**src/logic/kms_cfg.svh**
```systemverilog
// constants of the key matrix scanner: offsets, fields, resets, timing
// assumes one 32-bit apb slave window, 8-bit byte address
//
// Summary of operation
// - six scan lines by five returns, 30 keys
// - segment-use lines one and two zero ten keys
// - sleep ack keeps mode at key press
// - mode write during pending request updates ack
// - sleep bit blanks segment and common outputs
// - sleep halts time base except while scanning or pending
// - port outputs keep working in sleep
// - one scan lasts 288 base periods
// - two matching scans, request at 615 periods
// - scan lines follow level bits, low lines idle
// - key press starts scans until all released
// - chip enable high releases request output
// - key read clears request, starts new scan
// - press in sleep restarts time base, scans
// - key read in sleep keeps sleep mode
// - scan disable blocks every key scan
// - disable during scan aborts it at once
// - disable while pending clears keys and request
// - clearing disable bit re-enables scanning
// - reset clears keys, scanner to initial state
// - request stays released throughout reset
`ifndef KMS_CFG_SVH
`define KMS_CFG_SVH

// -----------------------------------------------------------------
// register offsets
// -----------------------------------------------------------------
`define KMS_OFF_CTRL  8'h00
`define KMS_OFF_KEYS  8'h04
`define KMS_OFF_STAT  8'h08

// -----------------------------------------------------------------
// control field positions
// -----------------------------------------------------------------
`define KMS_F_SLEEP   0
`define KMS_F_CLKSEL  1
`define KMS_F_DIS     2
`define KMS_F_SEG     3
`define KMS_F_LVL     8
`define KMS_F_PORT    16
`define KMS_F_SA      31
`define KMS_SEG_KEYS  2'b11

// -----------------------------------------------------------------
// reset values and timing in base periods
// -----------------------------------------------------------------
`define KMS_CTRL_RST  32'h0000_3f00
`define KMS_SCAN_T    288
`define KMS_REQ_T     615

`endif

```
**src/logic/kms_pkg.sv**
```systemverilog
// types of the key matrix scanner
// assumes kms_cfg.svh holds the numeric constants
package kms_pkg;
    // scanner sequence states
    typedef enum logic [1:0] {
        KMS_IDLE,
        KMS_SCAN,
        KMS_HOLD
    } kms_state_e;
endpackage

```
**src/logic/kms_scanner.sv**
```systemverilog
// key matrix scanner with apb register access
// assumes timebase, chip enable and return lines are asynchronous pins
//
// Added by the designer: the APB register port and the register offsets.
`timescale 1ns/10ps
`include "kms_cfg.svh"

module kms_scanner #(
    parameter int N_SCAN = 6,
    parameter int N_RET  = 5
) (
    input  wire logic                   mclk,
    input  wire logic                   nrst,
    input  wire logic [7:0]             paddr,
    input  wire logic                   psel,
    input  wire logic                   penable,
    input  wire logic                   pwrite,
    input  wire logic [31:0]            pwdata,
    output logic [31:0]                 prdata,
    output logic                        pready,
    output logic                        pslverr,
    input  wire logic                   timebase_pin,
    input  wire logic                   chip_enable,
    input  wire logic [N_RET-1:0]       return_line_inputs,
    output logic [N_SCAN-1:0]           scan_line_outputs,
    output logic                        req_n_o,
    output logic                        req_n_oe,
    output logic                        seg_com_off,
    output logic [3:0]                  port_output_bits,
    output logic                        osc_run,
    output logic                        ext_clk_accept,
    output kms_pkg::kms_state_e         scan_state
);
    import kms_pkg::*;

    // -------------------------------------------------------------
    // derived sizes
    // -------------------------------------------------------------
    localparam int NK   = N_SCAN * N_RET;         // key count
    localparam int SLOT = `KMS_SCAN_T / N_SCAN;   // periods per line
    localparam int NS   = N_RET + 2;              // synced pins

    // refuse shapes the logic cannot serve
    if (N_SCAN < 3 || NK > 31 || SLOT * N_SCAN != `KMS_SCAN_T
        || SLOT > 63 || N_SCAN > 8) begin : g_chk
        $error("kms_scanner: unsupported matrix shape");
    end

    localparam logic [9:0] SCAN_T = 10'(`KMS_SCAN_T);
    localparam logic [9:0] REQ_T  = 10'(`KMS_REQ_T);
    localparam logic [5:0] SLOT_L = 6'(SLOT - 1);
    localparam logic [2:0] LINE_L = 3'(N_SCAN - 1);

    // -------------------------------------------------------------
    // pin synchronisers
    // -------------------------------------------------------------
    logic [NS-1:0] s1_q;     // first stage, read by s2 only
    logic [NS-1:0] s2_q;     // second stage
    logic [NS-1:0] s3_q;     // third stage
    logic [NS-1:0] flt_q;    // accepted level
    logic          tb_prev_q;

    // three stages, level taken once stages two and three agree
    always_ff @(posedge mclk or negedge nrst) begin
        if (!nrst) begin
            s1_q  <= '0;
            s2_q  <= '0;
            s3_q  <= '0;
            flt_q <= '0;
        end else begin
            s1_q  <= {chip_enable, timebase_pin, return_line_inputs};
            s2_q  <= s1_q;
            s3_q  <= s2_q;
            flt_q <= (s2_q & s3_q) | (flt_q & (s2_q | s3_q));
        end
    end

    logic [N_RET-1:0] ret_f;   // filtered return lines
    logic             tb_f;    // filtered time base
    logic             ce_f;    // filtered chip enable
    assign ret_f = flt_q[N_RET-1:0];
    assign tb_f  = flt_q[N_RET];
    assign ce_f  = flt_q[N_RET+1];

    // -------------------------------------------------------------
    // apb slave
    // -------------------------------------------------------------
    logic [31:0]      ctrl_q;     // control word
    logic [NK-1:0]    keys_q;     // confirmed key bits
    logic             sa_q;       // sleep ack bit
    kms_state_e       st_q;       // scanner state
    logic             acc;        // access phase
    logic             wr_ctrl;    // control write taken
    logic             key_rd;     // key word read taken
    logic             hit;        // mapped offset
    logic [31:0]      key_word;   // key read value
    logic [31:0]      stat_word;  // status read value

    assign acc     = psel & penable;
    assign hit     = (paddr == `KMS_OFF_CTRL) || (paddr == `KMS_OFF_KEYS)
                     || (paddr == `KMS_OFF_STAT);
    assign wr_ctrl = acc & pwrite & (paddr == `KMS_OFF_CTRL);
    assign key_rd  = acc & ~pwrite & (paddr == `KMS_OFF_KEYS);
    assign pready  = 1'b1;
    assign pslverr = acc & ~hit;

    // assemble read words
    always_comb begin
        key_word              = '0;
        key_word[NK-1:0]      = keys_q;
        key_word[`KMS_F_SA]   = sa_q;
        stat_word             = '0;
        stat_word[0]          = (st_q == KMS_HOLD);
        stat_word[1]          = (st_q == KMS_SCAN);
        stat_word[2]          = osc_run | ext_clk_accept;
    end

    // read data captured in the setup cycle
    always_ff @(posedge mclk or negedge nrst) begin
        if (!nrst) begin
            prdata <= '0;
        end else if (psel && !penable && !pwrite) begin
            case (paddr)
                `KMS_OFF_CTRL: prdata <= ctrl_q;
                `KMS_OFF_KEYS: prdata <= key_word;
                `KMS_OFF_STAT: prdata <= stat_word;
                default:       prdata <= '0;
            endcase
        end
    end

    // control word, written whole
    always_ff @(posedge mclk or negedge nrst) begin
        if (!nrst) begin
            ctrl_q <= `KMS_CTRL_RST;
        end else if (wr_ctrl) begin
            ctrl_q <= pwdata;
        end
    end

    // control fields
    logic              sleep;    // sleep request
    logic              clksel;   // external clock chosen
    logic              dis;      // scan disable
    logic              seg_on;   // first two lines as segments
    logic [N_SCAN-1:0] eff_lvl;  // usable high-held lines
    assign sleep   = ctrl_q[`KMS_F_SLEEP];
    assign clksel  = ctrl_q[`KMS_F_CLKSEL];
    assign dis     = ctrl_q[`KMS_F_DIS];
    assign seg_on  = ctrl_q[`KMS_F_SEG +: 2] == `KMS_SEG_KEYS;
    assign eff_lvl = ctrl_q[`KMS_F_LVL +: N_SCAN]
                     & ~(seg_on ? N_SCAN'(3) : '0);

    // mode outputs straight from the control word
    assign seg_com_off      = sleep;
    assign port_output_bits = ctrl_q[`KMS_F_PORT +: 4];

    // -------------------------------------------------------------
    // time base gating and period tick
    // -------------------------------------------------------------
    logic press;    // key down on a high-held line
    logic tb_run;   // time base needed
    logic tick;     // one base period elapsed

    assign press  = (|ret_f) & (|eff_lvl) & ~dis;
    assign tb_run = ~sleep | (st_q != KMS_IDLE) | press;
    assign tick   = tb_f & ~tb_prev_q & tb_run;

    // edge memory and source enables
    always_ff @(posedge mclk or negedge nrst) begin
        if (!nrst) begin
            tb_prev_q      <= 1'b0;
            osc_run        <= 1'b0;
            ext_clk_accept <= 1'b0;
        end else begin
            tb_prev_q      <= tb_f;
            osc_run        <= tb_run & ~clksel;
            ext_clk_accept <= tb_run & clksel;
        end
    end

    // -------------------------------------------------------------
    // scan sequencer
    // -------------------------------------------------------------
    logic [9:0]        cnt_q;    // periods since scan start
    logic [5:0]        slot_q;   // period within line slot
    logic [2:0]        line_q;   // active scan line
    logic              pass_q;   // second scan in progress
    logic [NK-1:0]     res0_q;   // first scan result
    logic [NK-1:0]     res1_q;   // second scan result
    logic              in_scan;  // lines still being driven
    logic              last;     // decision period reached
    logic              agree;    // both scans match, nonzero

    assign in_scan = cnt_q < (SCAN_T + SCAN_T);
    assign last    = tick && (st_q == KMS_SCAN) && (cnt_q == REQ_T - 10'd1);
    assign agree   = (res0_q == res1_q) && (|res1_q);
    assign scan_state = st_q;

    // state, counters and key buffer
    always_ff @(posedge mclk or negedge nrst) begin
        if (!nrst) begin
            st_q   <= KMS_IDLE;
            cnt_q  <= '0;
            slot_q <= '0;
            line_q <= '0;
            pass_q <= 1'b0;
            keys_q <= '0;
            sa_q   <= 1'b0;
        end else if (dis) begin
            // abort any scan, drop a pending request
            st_q <= KMS_IDLE;
            if (st_q == KMS_HOLD) begin
                keys_q <= '0;
            end
        end else begin
            case (st_q)
                KMS_IDLE: begin
                    // press on a high-held line starts scanning
                    if (press) begin
                        st_q   <= KMS_SCAN;
                        sa_q   <= sleep;
                        cnt_q  <= '0;
                        slot_q <= '0;
                        line_q <= '0;
                        pass_q <= 1'b0;
                    end
                end
                KMS_SCAN: begin
                    if (last) begin
                        // decide after two scans
                        cnt_q  <= '0;
                        slot_q <= '0;
                        line_q <= '0;
                        pass_q <= 1'b0;
                        if (agree) begin
                            st_q   <= KMS_HOLD;
                            keys_q <= res1_q;
                        end else if (!(|res1_q)) begin
                            st_q <= KMS_IDLE;
                        end
                    end else if (tick) begin
                        cnt_q <= cnt_q + 10'd1;
                        if (in_scan) begin
                            if (slot_q == SLOT_L) begin
                                slot_q <= '0;
                                line_q <= (line_q == LINE_L) ? 3'd0
                                          : line_q + 3'd1;
                                if (line_q == LINE_L) begin
                                    pass_q <= 1'b1;
                                end
                            end else begin
                                slot_q <= slot_q + 6'd1;
                            end
                        end
                    end
                end
                KMS_HOLD: begin
                    // mode change while pending updates the ack
                    if (wr_ctrl) begin
                        sa_q <= pwdata[`KMS_F_SLEEP];
                    end
                    // controller read clears request, scan again
                    if (key_rd) begin
                        st_q   <= KMS_SCAN;
                        cnt_q  <= '0;
                        slot_q <= '0;
                        line_q <= '0;
                        pass_q <= 1'b0;
                        sa_q   <= sleep;
                    end
                end
                default: st_q <= KMS_IDLE;
            endcase
        end
    end

    // per-key capture at the end of each line slot
    for (genvar i = 0; i < NK; i++) begin : g_key
        localparam logic [2:0] LN = 3'(i / N_RET);
        always_ff @(posedge mclk or negedge nrst) begin
            if (!nrst) begin
                res0_q[i] <= 1'b0;
                res1_q[i] <= 1'b0;
            end else if (st_q == KMS_SCAN && tick && in_scan
                         && slot_q == SLOT_L && line_q == LN) begin
                // key bit set when its return is high
                if (pass_q) begin
                    res1_q[i] <= ret_f[i % N_RET] & eff_lvl[LN];
                end else begin
                    res0_q[i] <= ret_f[i % N_RET] & eff_lvl[LN];
                end
            end
        end
    end

    // scan line drive: pulse active line, else hold levels
    always_ff @(posedge mclk or negedge nrst) begin
        if (!nrst) begin
            scan_line_outputs <= '0;
        end else if (st_q == KMS_SCAN && in_scan) begin
            scan_line_outputs <= (N_SCAN'(1) << line_q) & eff_lvl;
        end else begin
            scan_line_outputs <= eff_lvl;
        end
    end

    // -------------------------------------------------------------
    // open-drain request output
    // -------------------------------------------------------------
    assign req_n_o  = 1'b0;
    assign req_n_oe = (st_q == KMS_HOLD) & ~ce_f;
endmodule

```
**config.mk**
```make
export PLATFORM = sky130hd
export DESIGN_NAME = kms_scanner
export DESIGN_NICKNAME = d
export VERILOG_FILES = /design/src/logic/kms_pkg.sv /design/src/logic/kms_scanner.sv
export VERILOG_INCLUDE_DIRS = /design/src /design/src/logic
export SDC_FILE = /design/constraint.sdc
export NUM_CORES = 1
export LEC_CHECK = 0
export BUFFER_PORTS_ARGS = -buffer_cell sky130_fd_sc_hd__clkbuf_2
export CORE_ASPECT_RATIO = 1.1
export CORE_MARGIN = 2
export CORE_UTILIZATION = 59
export DETAILED_ROUTE_END_ITERATION = 6
export PLACE_DENSITY = 0.92
export SYNTH_ARGS = -nofsm -noshare
export SYNTH_HDL_FRONTEND = slang
export SYNTH_SLANG_ARGS = --single-unit
```
**constraint.sdc**
```tcl
create_clock -name mclk -period 3.38 [get_ports mclk]
set_input_delay 0.169 -clock mclk [delete_from_list [all_inputs] [get_ports mclk]]
set_output_delay 0.169 -clock mclk [all_outputs]
set_load 0.05 [all_outputs]
```
==> results.txt <==
The cell taking the most area after synthesis was sky130_fd_sc_hd__dfrtp_1. Once layout is complete, the utilization of the core stands at 72.2%. The flow ran to the end, and the final reports show no timing, DRC or antenna violations. The layout cell share with drive strength beyond 1 is 26.3%, and the CTS buffer count is 22. In this run, distinct cell masters in the synthesized netlist total 56. The first routing iteration left 907 violations. OpenSTA, run right after detailed placement, puts the worst setup slack at 0.605 ns. The root buffer cell was sky130_fd_sc_hd__clkbuf_16.

The core region area came out at 0.0158 mm^2. 103 I/O pins were placed. The cell with the biggest individual delay on the critical path is sky130_fd_sc_hd__or4_1. The maximum resistive drop on vdd is 469 uV, and the global-route usage over all layers is 29.5%. The signal on the critical path passes through or4_1 -> o22ai_1 -> a311oi_1 -> nand4_1 -> buf_4 -> mux2i_1.

Largest delay contributor family on the critical path: compound AO/OA/AOI/OAI gates. The share of synthesized flip-flops with an asynchronous set or reset is 100%, and the least setup slack across all paths after layout is 0.543 ns. The finished layout holds 1157 standard cells, fillers aside.

The number of antenna violations at the first check in global routing was 0; the post-synthesis cell count was 805. The tools report the cell area after placement as 0.0102 mm^2. In the routed layout, each cell is associated on average with a via count of 6.25. At the pin with the least slew margin, the transition time is 1.05 ns. For the total count of max-transition violations in the final report, the log shows 0.

After filler insertion, the fill cell instance count of the layout stands at 941. Area share of the leading cell type in the synthesized netlist: 54.4%. The die is 125 um wide. For this design the ratio of total power to cell area is 524 mW/mm^2. The count of buffer and inverter cells on the critical path came out at 1.

The critical path runs through a total of 6 cells. Data arrives at the worst endpoint at 3.23 ns. With fillers left out, the area of the finished cells amounts to 0.0114 mm^2. Compared with the post-synthesis result, the final layout area differs by 19.1%.

The initial core utilization was 60.6%. The minimum clock period after layout came out at 2.84 ns. Entering global routing, the biggest net connects 94 pins. The tightest slew margin relative to the limit was 30.0%.

The worst clock skew came out at 0.0126 ns. Post-CTS repair changed the size of 0 cells. The run gives 5.98 mW as the total power of the final layout. Clock-pin slew was measured on the worst setup and hold paths at 0.07 ns.

The CTS H-tree depth came out at 1. Hold timing on the final database bottoms out at a slack of 0.147 ns. Count of input and output buffers: 100. Wires add up to 25.5 mm. The pre-antenna-repair detailed-routing pass consisted of 5 iterations. Data on the critical path is required at its endpoint by 3.78 ns. The final critical path takes up 83.9% of the cycle.

The global route total overflow came out at 0. The tools report the number of nets at the end of the flow as 1000. The final setup violation count was 0. In the final timing run, aggregate negative setup slack is 0 ns. The post-synth design cell area is 0.00957 mm^2, and the total number of clock tree sinks is 214. For the number of diodes added for antenna fixing, the log shows 0.

Clock latency on the worst-skew pair, taken at its later pin, is 0.50 ns. TritonCTS built the clock tree. The congestion estimate from routability-driven global placement came to 0.901. The critical path is of the flop to flop type. Along the worst path, the maximum fanout reaches 30.

The cell depth of the worst hold path was 3; the number of buffers on the longest clock path was 3. Across the run, the number of max-cap violations was 0. Synthesis produced a netlist with a net count of 861.

STA classifies the critical path endpoint as a flop. Yosys printed 0 warnings. The number of hold violations in the final report was 0; the number of cell instances on the worst register-to-register path was 6. The floorplan step defined a die boundary enclosing 0.0173 mm^2.

For the via count of the first global-routing pass, the log shows 7438. The post-DP HPWL is 15.2 mm. In this design, the stage delay of the slowest critical-path cell is 0.56 ns.

The average detailed-routed wire length per instance is 22.0 um. The static power due to leakage is 5.54 nW, and the number of core rows is 48. The number of synthesized flops with an enable pin is 0. Summing the sequential cell areas from Yosys gives 56.0% of the chip area. The first global-routing pass estimated 40.0 mm of wire.

Each instance of the synthesized netlist takes up on average 11.9 um^2. For this run, the leading register cell type out of synthesis is sky130_fd_sc_hd__dfrtp_1. The count of nets left with antenna violations once routing finished came out at 0.

The synthesized design contains 214 register bits. Number of vias in the routed layout: 7232. By area the synthesized netlist is led by sky130_fd_sc_hd__dfrtp_1 (54%), sky130_fd_sc_hd__mux2_2 (11%), sky130_fd_sc_hd__mux2i_1 (6.5%), sky130_fd_sc_hd__nand2_1 (3.3%), sky130_fd_sc_hd__xnor2_1 (2.7%). From bottom edge to top edge, the die measures 138 um.

The path type of the worst min-delay path was primary input to flop. The element type at the critical path start was a flop. Setup repair after global routing left no endpoint under its margin. Static timing analysis puts the maximum clock frequency at 353 MHz.

The number of placed instances, taps included, is 1080. In the routed design, unresolved DRC markers number 0.
-- kinds of logic after synthesis --
group	share of synthesized area, %
AO/OA/AOI/OAI	7.28
XOR/XNOR	2.74
adder cells (fa/ha/maj)	1.25
buffers and inverters	3.40
flip-flops	56.0
multiplexers	17.4
other	0.0785
AND/OR/NAND/NOR	11.8
-- final timing paths --
path,startpoint,to,slack [ns]
max,flt_q[0],keys_q[18],0.54
min,paddr[3],prdata[2],0.15
max reg2reg,flt_q[0],keys_q[18],0.54
min reg2reg,s1_q[3],s2_q[3],0.35
max in group asynchronous,nrst,res1_q[24],2.09
min in group asynchronous,nrst,s1_q[5],0.28
-- sequential cells by signal (all words and copies together) (netlist names), 7 cells and up --
name,count
cnt_q,10
flt_q,7
res1_q,30
s2_q,7
ctrl_q,32
s1_q,7
s3_q,7
prdata,32
res0_q,30
keys_q,30
-- cells in the mapped netlist (all sizes together) (3+ instances only) --
cell type  instances
nand2             85
buf               15
o21a               5
nand3              6
nor3               5
nand4             11
and3              16
clkbuf            21
inv               36
xnor2             30
and2              24
dfrtp            208
o31ai              7
dfstp              6
a31oi              9
a41oi              4
o22ai              4
o21ai             41
a22o               4
a21oi             12
mux2i             62
or4                4
ha                 4
mux2              93
nand3b             3
or3                5
nor4              17
nor2              25
a21boi             3
maj3               7
nand2b             6
-- cell usage in the layout, fill, tap and decap left out, types with 4 or more instances in the layout --
cell                            synthesis  routed
sky130_fd_sc_hd__dfrtp_1              208     208
sky130_fd_sc_hd__clkbuf_2               0      99
sky130_fd_sc_hd__mux2_2                93      93
sky130_fd_sc_hd__nand2_1               85      85
sky130_fd_sc_hd__mux2i_1               62      62
sky130_fd_sc_hd__o21ai_0               41      41
sky130_fd_sc_hd__dlygate4sd3_1          0      40
sky130_fd_sc_hd__inv_1                 36      36
sky130_fd_sc_hd__xnor2_1               30      30
sky130_fd_sc_hd__nor2_1                25      25
sky130_fd_sc_hd__and2_1                24      24
sky130_fd_sc_hd__clkbuf_16              0      23
sky130_fd_sc_hd__and3_1                16      16
sky130_fd_sc_hd__nor4_1                15      14
sky130_fd_sc_hd__a21oi_1               12      12
sky130_fd_sc_hd__nand4_1               11      11
sky130_fd_sc_hd__buf_4                  6      10
sky130_fd_sc_hd__a31oi_1                9       9
sky130_fd_sc_hd__maj3_1                 7       7
sky130_fd_sc_hd__nand2b_1               6       6
sky130_fd_sc_hd__nand3_1                6       6
sky130_fd_sc_hd__o31ai_1                6       6
sky130_fd_sc_hd__dfstp_2                6       6
sky130_fd_sc_hd__or3_1                  5       5
sky130_fd_sc_hd__nor3_1                 5       5
sky130_fd_sc_hd__o21a_1                 5       5
sky130_fd_sc_hd__clkbuf_8               0       5
sky130_fd_sc_hd__o22ai_1                4       4
sky130_fd_sc_hd__a41oi_1                4       4
sky130_fd_sc_hd__or4_1                  4       4
sky130_fd_sc_hd__a22o_1                 4       4
sky130_fd_sc_hd__ha_1                   4       4
-- routing by layer --
metal,routed length (um),GRT usage [%]
met2,12700,50.8
met4,1210,14.7
met3,1840,4.82
met1,9740,36.4
met5,0,0
-- power by group --
part	switching (mW)	total, mW	internal (mW)
sequential	0.169	2.84	2.67
combinational	0.357	0.585	0.228
clock	1.00	2.56	1.55
total	1.53	5.98	4.45
-- worst register-to-register path, stage by stage (launching register included) --
cell,delay (ns)
sky130_fd_sc_hd__dfrtp_1,0.48
sky130_fd_sc_hd__or4_1,0.56
sky130_fd_sc_hd__o22ai_1,0.52
sky130_fd_sc_hd__a311oi_1,0.20
sky130_fd_sc_hd__nand4_1,0.13
sky130_fd_sc_hd__buf_4,0.46
sky130_fd_sc_hd__mux2i_1,0.37
-- area by class of cell --
| class | instances | area, um^2 | share of cell area (%) |
|---|---|---|---|
| clock inverter | 8 | 124 | 1.09 |
| multi-input combinational | 519 | 3890 | 34.1 |
| sequential | 214 | 5360 | 47.0 |
| timing repair buffer | 151 | 1000 | 8.81 |
| tap | 200 | 250 | 2.19 |
| clock buffer | 29 | 638 | 5.59 |
| inverter | 36 | 135 | 1.18 |
-- timing repair --
action / CTS / global route
buffers inserted: 0 / 0
endpoints found under the setup margin: 0 / 0
hold buffers: 40 / 0
hold endpoints to repair: 127 / 0
(Power assumes the default switching activity.)
